## src/logic/sleep_wake_pkg.sv

```systemverilog
/*
  Shared constants and types for the sleep and wake sequencer:
  platform state codes, the sleep key I/O byte layout and sequencing times.
  Assumes a 50 MHz power-management clock.
*/
package sleep_wake_pkg;

  // ==========================================================================
  // clock and sequencing times
  // ==========================================================================
  localparam int CLK_PERIOD_NS   = 20;
  localparam int ENTRY_TIME_NS   = 100;  // least time spent powering down
  localparam int WAKE_TIME_NS    = 160;  // least time spent powering up
  localparam int CNT_W           = 4;
  localparam int ENTRY_CYCLES_I  = (ENTRY_TIME_NS + CLK_PERIOD_NS - 1) / CLK_PERIOD_NS;
  localparam int WAKE_CYCLES_I   = (WAKE_TIME_NS + CLK_PERIOD_NS - 1) / CLK_PERIOD_NS;
  localparam logic [CNT_W-1:0] ENTRY_CYCLES = ENTRY_CYCLES_I[CNT_W-1:0];
  localparam logic [CNT_W-1:0] WAKE_CYCLES  = WAKE_CYCLES_I[CNT_W-1:0];
  localparam logic [CNT_W-1:0] CNT_RESET    = 4'h0;

  // ==========================================================================
  // sleep kind codes, as software loads them into the kind field
  // ==========================================================================
  localparam logic [2:0] KIND_WORKING = 3'h0;
  localparam logic [2:0] KIND_S1      = 3'h1;
  localparam logic [2:0] KIND_S4      = 3'h4;
  localparam logic [2:0] KIND_S5      = 3'h5;

  // ==========================================================================
  // sleep key status byte
  // ==========================================================================
  localparam logic [15:0] SLEEP_KEY_PORT_ADDR = 16'h0201;
  localparam int          KEY_REQUEST_BIT     = 0;
  localparam int          KEY_WAKE_BIT        = 1;
  localparam logic [7:0]  SLEEP_KEY_RESET     = 8'h00;
  localparam logic [7:0]  RDATA_RESET         = 8'h00;

  // i/o cycle carried as one bundle
  typedef struct packed {
    logic [15:0] addr;
    logic        wr;
    logic        rd;
    logic [7:0]  wdata;
  } io_req_t;

  // one-hot sequencer states
  typedef enum logic [4:0] {
    ST_WORKING  = 5'b00001,
    ST_ENTERING = 5'b00010,
    ST_SLEEPING = 5'b00100,
    ST_WAKING   = 5'b01000,
    ST_OFF      = 5'b10000
  } seq_state_t;

endpackage

```

## src/logic/sleep_key_status.sv

```systemverilog
/*
  Sleep key status byte: request and wake flags, write-one-to-clear,
  read back over the i/o cycle, and a combined general event status output.
  Assumes i/o strobes are single-cycle and synchronous to the clock.
*/
`timescale 1ns/1ps
module sleep_key_status (
  input  wire logic                     clk_in,
  input  wire logic                     reset_in,
  input  wire sleep_wake_pkg::io_req_t  io_req_in,
  input  wire logic                     press_in,
  input  wire logic                     asleep_in,
  output logic [7:0]                    rdata_out,
  output logic                          gpe_status_out,
  output logic                          request_out,
  output logic                          wake_out
);

  logic       hit;
  logic [1:0] clr;
  logic [1:0] set;
  logic [7:0] flags_q;
  logic [7:0] rdata_q;

  // ==========================================================================
  // decode and flag update
  // ==========================================================================
  assign hit    = (io_req_in.addr == sleep_wake_pkg::SLEEP_KEY_PORT_ADDR);
  assign clr[0] = hit & io_req_in.wr & io_req_in.wdata[sleep_wake_pkg::KEY_REQUEST_BIT];
  assign clr[1] = hit & io_req_in.wr & io_req_in.wdata[sleep_wake_pkg::KEY_WAKE_BIT];
  assign set[0] = press_in & ~asleep_in;  // press while working asks for sleep
  assign set[1] = press_in & asleep_in;   // press while asleep marks wake source

  // set wins over a same-cycle clear so no press is lost
  always_ff @(posedge clk_in or posedge reset_in) begin
    if (reset_in) begin
      flags_q <= sleep_wake_pkg::SLEEP_KEY_RESET;
    end else begin
      flags_q[0] <= set[0] | (flags_q[0] & ~clr[0]);
      flags_q[1] <= set[1] | (flags_q[1] & ~clr[1]);
      flags_q[7:2] <= 6'h00;                          // reserved bits stay zero
    end
  end

  // read data registered; idle bus shows zero
  always_ff @(posedge clk_in or posedge reset_in) begin
    if (reset_in) begin
      rdata_q <= sleep_wake_pkg::RDATA_RESET;
    end else begin
      rdata_q <= (hit & io_req_in.rd) ? flags_q : sleep_wake_pkg::RDATA_RESET;
    end
  end

  assign rdata_out      = rdata_q;
  assign request_out    = flags_q[0];
  assign wake_out       = flags_q[1];
  assign gpe_status_out = flags_q[0] | flags_q[1];
endmodule // sleep_key_status

```

## src/logic/sleep_wake_sequencer.sv

```systemverilog
/*
  Sleep and wake sequencer: takes a sleep kind and a trigger from software,
  walks the platform into S1-S4 or soft-off, returns it on a wake event,
  keeps the wake flag, and forces soft-off on a power key override.
  Holds the sleep key status byte at i/o address 0x201.
  Assumes all inputs are synchronous to CLK_SYS_IN and the override input
  is already qualified by the external power key hold timer.
*/
`timescale 1ns/1ps
module sleep_wake_sequencer #(
  parameter bit SUPPORT_LIGHT_SLEEP = 1'b1
) (
  input  wire logic                     CLK_SYS_IN,
  input  wire logic                     RESET_IN,
  input  wire logic [2:0]               SLEEP_KIND_SELECT_IN,
  input  wire logic                     SLEEP_TRIGGER_IN,
  input  wire logic                     POWER_KEY_OVERRIDE_IN,
  input  wire logic                     WAKE_EVENT_IN,
  input  wire logic                     WAKE_FLAG_CLEAR_IN,
  input  wire logic                     SLEEP_KEY_PRESS_IN,
  input  wire sleep_wake_pkg::io_req_t  IO_REQ_IN,
  output logic [7:0]                    IO_RDATA_OUT,
  output logic                          WAKE_FLAG_OUT,
  output logic [2:0]                    PLATFORM_STATE_OUT,
  output logic                          SEQ_BUSY_OUT,
  output logic                          RESUME_TO_OS_OUT,
  output logic                          RESET_VECTOR_OUT,
  output logic                          POWER_KEY_STATUS_CLEAR_OUT,
  output logic                          GENERAL_EVENT_STATUS_0_OUT
);

  sleep_wake_pkg::seq_state_t state_q;
  logic [2:0]                          kind_q;
  logic [2:0]                          plat_q;
  logic [sleep_wake_pkg::CNT_W-1:0]    cnt_q;
  logic                                trig_prev_q;
  logic                                wake_flag_q;
  logic                                resume_q;
  logic                                vector_q;
  logic                                pk_clr_q;
  logic                                trig_rise;
  logic                                kind_ok;
  logic                                accept;
  logic                                wake_any;
  logic                                asleep;
  logic                                cnt_done;
  logic                                wake_from_sleep;

  // ==========================================================================
  // request qualification
  // ==========================================================================
  assign trig_rise = SLEEP_TRIGGER_IN & ~trig_prev_q;
  assign kind_ok   = (SLEEP_KIND_SELECT_IN >= sleep_wake_pkg::KIND_S1) &&
                     (SLEEP_KIND_SELECT_IN <= sleep_wake_pkg::KIND_S5);
  // only the working state takes a trigger; a busy sequence drops it
  assign accept    = trig_rise & kind_ok & (state_q == sleep_wake_pkg::ST_WORKING)
                     & ~POWER_KEY_OVERRIDE_IN;
  assign asleep    = (state_q == sleep_wake_pkg::ST_SLEEPING) | (state_q == sleep_wake_pkg::ST_OFF);
  assign wake_any  = WAKE_EVENT_IN | SLEEP_KEY_PRESS_IN;
  assign cnt_done  = (cnt_q == sleep_wake_pkg::CNT_RESET);
  assign wake_from_sleep = (state_q == sleep_wake_pkg::ST_SLEEPING) & wake_any & ~POWER_KEY_OVERRIDE_IN;

  // trigger edge detector, so a held bit does not re-arm after wake
  always_ff @(posedge CLK_SYS_IN or posedge RESET_IN) begin
    if (RESET_IN) begin
      trig_prev_q <= 1'b0;
    end else begin
      trig_prev_q <= SLEEP_TRIGGER_IN;
    end
  end

  // ==========================================================================
  // sequencer
  // ==========================================================================
  // override has priority over every other path
  always_ff @(posedge CLK_SYS_IN or posedge RESET_IN) begin
    if (RESET_IN) begin
      state_q <= sleep_wake_pkg::ST_WORKING;
      kind_q  <= sleep_wake_pkg::KIND_WORKING;
      cnt_q   <= sleep_wake_pkg::CNT_RESET;
    end else if (POWER_KEY_OVERRIDE_IN && state_q != sleep_wake_pkg::ST_OFF) begin
      state_q <= sleep_wake_pkg::ST_OFF;
      kind_q  <= sleep_wake_pkg::KIND_S5;
      cnt_q   <= sleep_wake_pkg::CNT_RESET;
    end else begin
      unique case (state_q)
        sleep_wake_pkg::ST_WORKING: begin
          if (accept) begin
            state_q <= sleep_wake_pkg::ST_ENTERING;
            kind_q  <= SLEEP_KIND_SELECT_IN;
            cnt_q   <= sleep_wake_pkg::ENTRY_CYCLES - 4'h1;
          end
        end
        sleep_wake_pkg::ST_ENTERING: begin
          if (!cnt_done) begin
            cnt_q <= cnt_q - 4'h1;
          end else if (kind_q == sleep_wake_pkg::KIND_S5) begin
            state_q <= sleep_wake_pkg::ST_OFF;
          end else begin
            state_q <= sleep_wake_pkg::ST_SLEEPING;
          end
        end
        sleep_wake_pkg::ST_SLEEPING: begin
          if (wake_any) begin
            state_q <= sleep_wake_pkg::ST_WAKING;
            cnt_q   <= sleep_wake_pkg::WAKE_CYCLES - 4'h1;
          end
        end
        sleep_wake_pkg::ST_OFF: begin
          // override still held must not bounce the platform back on
          if (wake_any && !POWER_KEY_OVERRIDE_IN) begin
            state_q <= sleep_wake_pkg::ST_WAKING;
            cnt_q   <= sleep_wake_pkg::WAKE_CYCLES - 4'h1;
          end
        end
        sleep_wake_pkg::ST_WAKING: begin
          if (!cnt_done) begin
            cnt_q <= cnt_q - 4'h1;
          end else begin
            state_q <= sleep_wake_pkg::ST_WORKING;
          end
        end
        default: begin
          state_q <= sleep_wake_pkg::ST_WORKING;  // recover from a broken code
        end
      endcase
    end
  end

  // platform state code shown to the outside
  always_ff @(posedge CLK_SYS_IN or posedge RESET_IN) begin
    if (RESET_IN) begin
      plat_q <= sleep_wake_pkg::KIND_WORKING;
    end else if (POWER_KEY_OVERRIDE_IN && state_q != sleep_wake_pkg::ST_OFF) begin
      plat_q <= sleep_wake_pkg::KIND_S5;
    end else if (state_q == sleep_wake_pkg::ST_ENTERING && cnt_done) begin
      plat_q <= kind_q;
    end else if (state_q == sleep_wake_pkg::ST_WAKING && cnt_done) begin
      plat_q <= sleep_wake_pkg::KIND_WORKING;
    end
  end

  // ==========================================================================
  // wake flag and exit pulses
  // ==========================================================================
  // set wins over a same-cycle clear
  always_ff @(posedge CLK_SYS_IN or posedge RESET_IN) begin
    if (RESET_IN) begin
      wake_flag_q <= 1'b0;
    end else if (!SUPPORT_LIGHT_SLEEP) begin
      wake_flag_q <= 1'b0;
    end else begin
      wake_flag_q <= wake_from_sleep | (wake_flag_q & ~WAKE_FLAG_CLEAR_IN);
    end
  end

  // lightest state resumes in place, deeper ones restart from the vector
  always_ff @(posedge CLK_SYS_IN or posedge RESET_IN) begin
    if (RESET_IN) begin
      resume_q <= 1'b0;
      vector_q <= 1'b0;
    end else begin
      resume_q <= (state_q == sleep_wake_pkg::ST_WAKING) & cnt_done & ~POWER_KEY_OVERRIDE_IN
                  & (kind_q == sleep_wake_pkg::KIND_S1);
      vector_q <= (state_q == sleep_wake_pkg::ST_WAKING) & cnt_done & ~POWER_KEY_OVERRIDE_IN
                  & (kind_q != sleep_wake_pkg::KIND_S1);
    end
  end

  // one pulse per override event outside soft-off clears the power key status; none while already off
  always_ff @(posedge CLK_SYS_IN or posedge RESET_IN) begin
    if (RESET_IN) begin
      pk_clr_q <= 1'b0;
    end else begin
      pk_clr_q <= POWER_KEY_OVERRIDE_IN & (state_q != sleep_wake_pkg::ST_OFF);
    end
  end

  // ==========================================================================
  // sleep key status byte
  // ==========================================================================
  sleep_key_status u_key_status (
    .clk_in         (CLK_SYS_IN),
    .reset_in       (RESET_IN),
    .io_req_in      (IO_REQ_IN),
    .press_in       (SLEEP_KEY_PRESS_IN),
    .asleep_in      (asleep),
    .rdata_out      (IO_RDATA_OUT),
    .gpe_status_out (GENERAL_EVENT_STATUS_0_OUT),
    .request_out    (),
    .wake_out       ()
  );

  assign WAKE_FLAG_OUT              = wake_flag_q;
  assign PLATFORM_STATE_OUT         = plat_q;
  assign SEQ_BUSY_OUT               = (state_q == sleep_wake_pkg::ST_ENTERING) |
                                      (state_q == sleep_wake_pkg::ST_WAKING);
  assign RESUME_TO_OS_OUT           = resume_q;
  assign RESET_VECTOR_OUT           = vector_q;
  assign POWER_KEY_STATUS_CLEAR_OUT = pk_clr_q;
endmodule // sleep_wake_sequencer

```

## config.mk

```make
export PLATFORM = sky130hd
export DESIGN_NAME = sleep_wake_sequencer
export DESIGN_NICKNAME = d
export VERILOG_FILES = /design/src/logic/sleep_wake_pkg.sv /design/src/logic/sleep_key_status.sv /design/src/logic/sleep_wake_sequencer.sv
export SDC_FILE = /design/constraint.sdc
export NUM_CORES = 1
export LEC_CHECK = 0
export BUFFER_PORTS_ARGS = -buffer_cell sky130_fd_sc_hd__buf_2
export CAP_MARGIN = 20
export CORE_MARGIN = 2
export CORE_UTILIZATION = 50
export CTS_BUF_LIST = sky130_fd_sc_hd__clkbuf_8
export CTS_CLUSTER_SIZE = 30
export DETAILED_ROUTE_END_ITERATION = 8
export PLACE_DENSITY_LB_ADDON = 0.3
export SETUP_SLACK_MARGIN = 0.3
export SYNTH_ARGS = -nofsm -noshare
export SYNTH_HDL_FRONTEND = slang
export SYNTH_HIERARCHICAL = 1
export SYNTH_SLANG_ARGS = --single-unit
```

## constraint.sdc

```tcl
create_clock -name CLK_SYS_IN -period 2.3 [get_ports CLK_SYS_IN]
set_input_delay 0.23 -clock CLK_SYS_IN [delete_from_list [all_inputs] [get_ports CLK_SYS_IN]]
set_output_delay 0.23 -clock CLK_SYS_IN [all_outputs]
set_load 0.005 [all_outputs]
```

==> impl.org <==
** Cells and area
- Leaving out fill and tap cells, the most frequent cell in the layout is sky130_fd_sc_hd__buf_2.
- The layout has 235 filler cells.
- Across the whole layout, storage elements account for around 600 um^2.
- Most frequent cells in the layout :: 40 x sky130_fd_sc_hd__buf_2, 23 x sky130_fd_sc_hd__dfrtp_1, 17 x sky130_fd_sc_hd__nor2_1, 13 x sky130_fd_sc_hd__nand2_1, 7 x sky130_fd_sc_hd__o21ai_0
- Area used by multi-input combinational logic :: 696 um^2
- Measured on the finished design, the core utilization comes to 61.2%.
- Final #Nets :: 231
- Final instance count without filler cells :: 224
- Signed area change from the synthesized netlist to the final layout :: 19.0%
- Share of layout cells above drive strength 1 :: 30.1%
- The repair_antennas step left the layout with diodes totalling 0.

** Clock tree
- In this run the post-CTS setup repair buffer count came out at 0.
- Number of sinks driven by the clock tree :: 24
- Buffers inserted during clock tree synthesis total 3.
- The tree is rooted in a sky130_fd_sc_hd__clkbuf_8.
- CTS H-tree lvls :: 1
- Count of hold buffers inserted by post-cts repair :: 1
- CTS tree :: built
- After clock tree synthesis, the clock-pin slew on the worst setup and hold paths is 0.08 ns.
- No sink is reached through more buffers than the 2 on the longest clock path.
- For the worst-skew pair, the clock arrives at the later sink with an insertion delay of 0.26 ns.
- In this run, post-CTS repair resized a total of 0 instances.

** Synth
- The share of the Yosys chip area taken by registers is 43.6%.
- For this run, the leading register cell type out of synthesis is sky130_fd_sc_hd__dfrtp_1.
- Unique cell type count in the Yosys netlist :: 50
- Synth async-reset ratio :: 100%
- EDFF count, synth :: 0
- The synthesized netlist occupies a cell area of 1380 um^2.
- Synth warn :: 6
- Synthesis produced a netlist whose cell count is ~150.
- In this run, synthesis produced a sequential element count of 24.
- Dividing the synthesized area by the synthesized cell count gives a little over 9 um^2.

** Critical path
- Type of element capturing the critical path :: flip-flop
- The endpoint identified for the worst register-to-register timing path is cnt_q[3].
- WP buf/inv :: 0
- By startpoint and endpoint, the worst setup path is classified as flip-flop to flip-flop.
- STA classifies the critical path startpoint as a flip-flop.
- Grouping stages by cell kind, the critical path spends the most delay in compound AO/OA/AOI/OAI gates.
- Cells on worst reg2reg path :: 5
- Data on the critical path is required at its endpoint by 2.51 ns.
- Crit path DAT :: 2.06 ns
- Along the worst path, the maximum fanout reaches 10.
- Largest incremental delay on the critical path :: 0.49 ns
- For flop-to-flop paths, the worst setup slack is 0.45 ns.
- The signal on the critical path passes through nor3b_1, o21ai_1, a2bb2oi_2, and3_4, a32o_1.
- Counting buffers and inverters, the worst setup path is 5 cells deep.
- Library cell contributing the largest single delay on the critical path :: sky130_fd_sc_hd__dfrtp_1
- Launch point of the worst reg-to-reg path :: state_q[2]

** Routing
- Routed via count :: approximately 1300
- M1 wire length :: 1310 um
- Post-route ant nets :: 0
- For this block, the initial DRC count from the detailed router was 64.
- After detailed routing, the number of vias per cell comes to 5.63.
- The first detailed-routing pass took 4 iterations.
- Routed wire length on met2 :: 1560 um
- In the routed design, unresolved DRC markers number 0.
- Highest routed metal layer :: met4
- For this block, the routed nets add up to around 3100 um of wire.
- The routed design uses 173 um of met3 wire.
- Wire length per cell after detailed routing :: 13.6 um

** Min path
- The tightest min-delay check is of the input pin to flip-flop type.
- The worst hold path begins at SLEEP_TRIGGER_IN.
- Cells on Worst Hold Path :: 1
- Capture endpoint of the worst hold path :: trig_prev_q

** Timing
- Final worst path period share :: between 80% and 90%
- The max-slew violation count is 0.
- Unrepaired setup endpoints after global routing :: no
- In this run the tightest slew margin relative to its limit is 49.1%.
- Once routing completed, OpenROAD measured the worst setup slack at 0.451 ns.
- Final hold analysis gives a worst-case slack of 0.0866 ns.
- For the pin with the worst max-slew slack, the measured transition is approximately 0.76 ns.
- Count of endpoints failing setup in the final report :: 0
- Total Negative Setup Slacks :: 0 ns
- The clock arrives with 0.00322 ns of skew.
- Highest clock rate :: between 0.5 and 0.6 GHz
- The worst path needs about 1.8 ns of the cycle, external delays included.
- Hold violation count in the final report :: 0

** Placed design
- # placed instances :: 219
- Port buffer count :: 40
- Prior to clock tree synthesis, the placed netlist has a worst setup slack of 0.461 ns.
- Half-perimeter wire length after detailed placement :: 2430 um
- The congestion estimate from routability-driven global placement came to 0.925.

** Global routing
- The first global-routing pass estimated 5400 um of wire.
- Global-route total usage across every layer :: 21.0%
- Number of global-route vias before repair :: 1241
- Summed over all layers, the global routing overflow is 0.
- Number of antenna violations at the first check in global routing :: 0
- Entering global routing, the biggest net connects 21 pins.

** Power and ir drop
- The analysis attributes to cell leakage a power of slightly below 0.8 nW.
- Dividing total power by cell area gives a power density of 876 nW/um^2.
- Largest voltage drop on the vdd net :: 0.000727 V

** Die
- Once the floorplan was initialized, standard cells occupied 51.4% of the core.
- Chip Height :: roughly 57 um
- Die span in x :: 56.5 um
- In this run the core area contains 19 standard-cell rows.
- The die covers about 3200 um^2.
- Number of ports placed on the die boundary :: 53
- Std-Cell Core Area :: around 2700 um^2

** Flow run
- Maxcap violations :: 0

** Outcome
- The flow ran to the end, and the final reports show no timing, DRC or antenna violations.
-- final cells by class --
type                            instances  area share (%)
Inverter                                7            1.60
Sequential cell                        24            36.6
Clock buffer                            4            3.35
Multi-Input combinational cell        115            42.3
Timing Repair Buffer                   43            13.7
Tap cell                               31            2.36
-- sequential cells by signal, indices dropped and copies added, names as in the netlist --
signal	cells
RESET_VECTOR_OUT	1
RESUME_TO_OS_OUT	1
kind_q	3
cnt_q	4
WAKE_FLAG_OUT	1
state_q	5
u_key_status/rdata_out	2
PLATFORM_STATE_OUT	3
POWER_KEY_STATUS_CLEAR_OUT	1
trig_prev_q	1
u_key_status/flags_q	2
-- metrics by stage --
step           power, mW  instance area [um^2]
2_1_floorplan       1.02                  1400
3_3_place_gp        1.12                  1580
3_5_place_dp        1.16                  1580
4_1_cts             1.44                  1640
5_1_grt             1.56                  1640
6_report            1.44                  1640
-- worst max path at each step --
| stage | from | to | slack (ns) |
|---|---|---|---|
| 2_1_floorplan | cnt_q[0] | cnt_q[3] | 0.48 |
| 3_3_place_gp | state_q[2] | cnt_q[3] | 0.50 |
| 3_5_place_dp | state_q[2] | cnt_q[3] | 0.46 |
| 4_1_cts | state_q[2] | cnt_q[3] | 0.45 |
| 5_1_grt | state_q[2] | cnt_q[3] | 0.33 |
| 6_report | state_q[2] | cnt_q[3] | 0.45 |
-- cell families (layout without fill, tap and decap cells) --
kind of cell               Yosys count  after routing  share of synthesized area, %
and+or+nand+nor                     71             71                          29.4
AOI/OAI and AO/OA                   35             35                          17.2
DFF                                 24             24                          43.6
buffers and inverters               18             54                          7.34
xor gates and xnor gates             2              2                          1.27
adders and majority gates            1              1                         0.906
other                                1              6                         0.272
-- synth_stat cells (all sizes together) (2+ instances only) --
master | n | area, um^2
dfrtp | 23 | 576
nor2b | 4 | 25.0
o21ai | 10 | 53.8
a21oi | 6 | 30.0
nor4 | 4 | 25.0
nand2 | 13 | 48.8
nand3 | 7 | 40.0
inv | 7 | 26.3
xor2 | 2 | 17.5
buf | 10 | 70.1
nand3b | 2 | 15.0
nor3 | 4 | 20.0
and2 | 2 | 12.5
nor4b | 3 | 38.8
nor2 | 17 | 63.8
a31oi | 6 | 37.5
nor3b | 2 | 15.0
and3 | 6 | 42.5
o21a | 2 | 15.0
-- routing by layer --
layer / track usage (%) / vias to the layer above
li1: - / 618
met1: 27.6 / 602
met2: 36.5 / 38
met3: 2.76 / 2
met4: 4.76 / 0
met5: 0 / -
-- report_power, final --
| group | internal (mW) | switching (mW) | total [mW] |
|---|---|---|---|
| clock | 0.153 | 0.131 | 0.284 |
| combinational | 0.256 | 0.313 | 0.569 |
| sequential | 0.494 | 0.0922 | 0.587 |
Power figures use the tool's default switching activity.
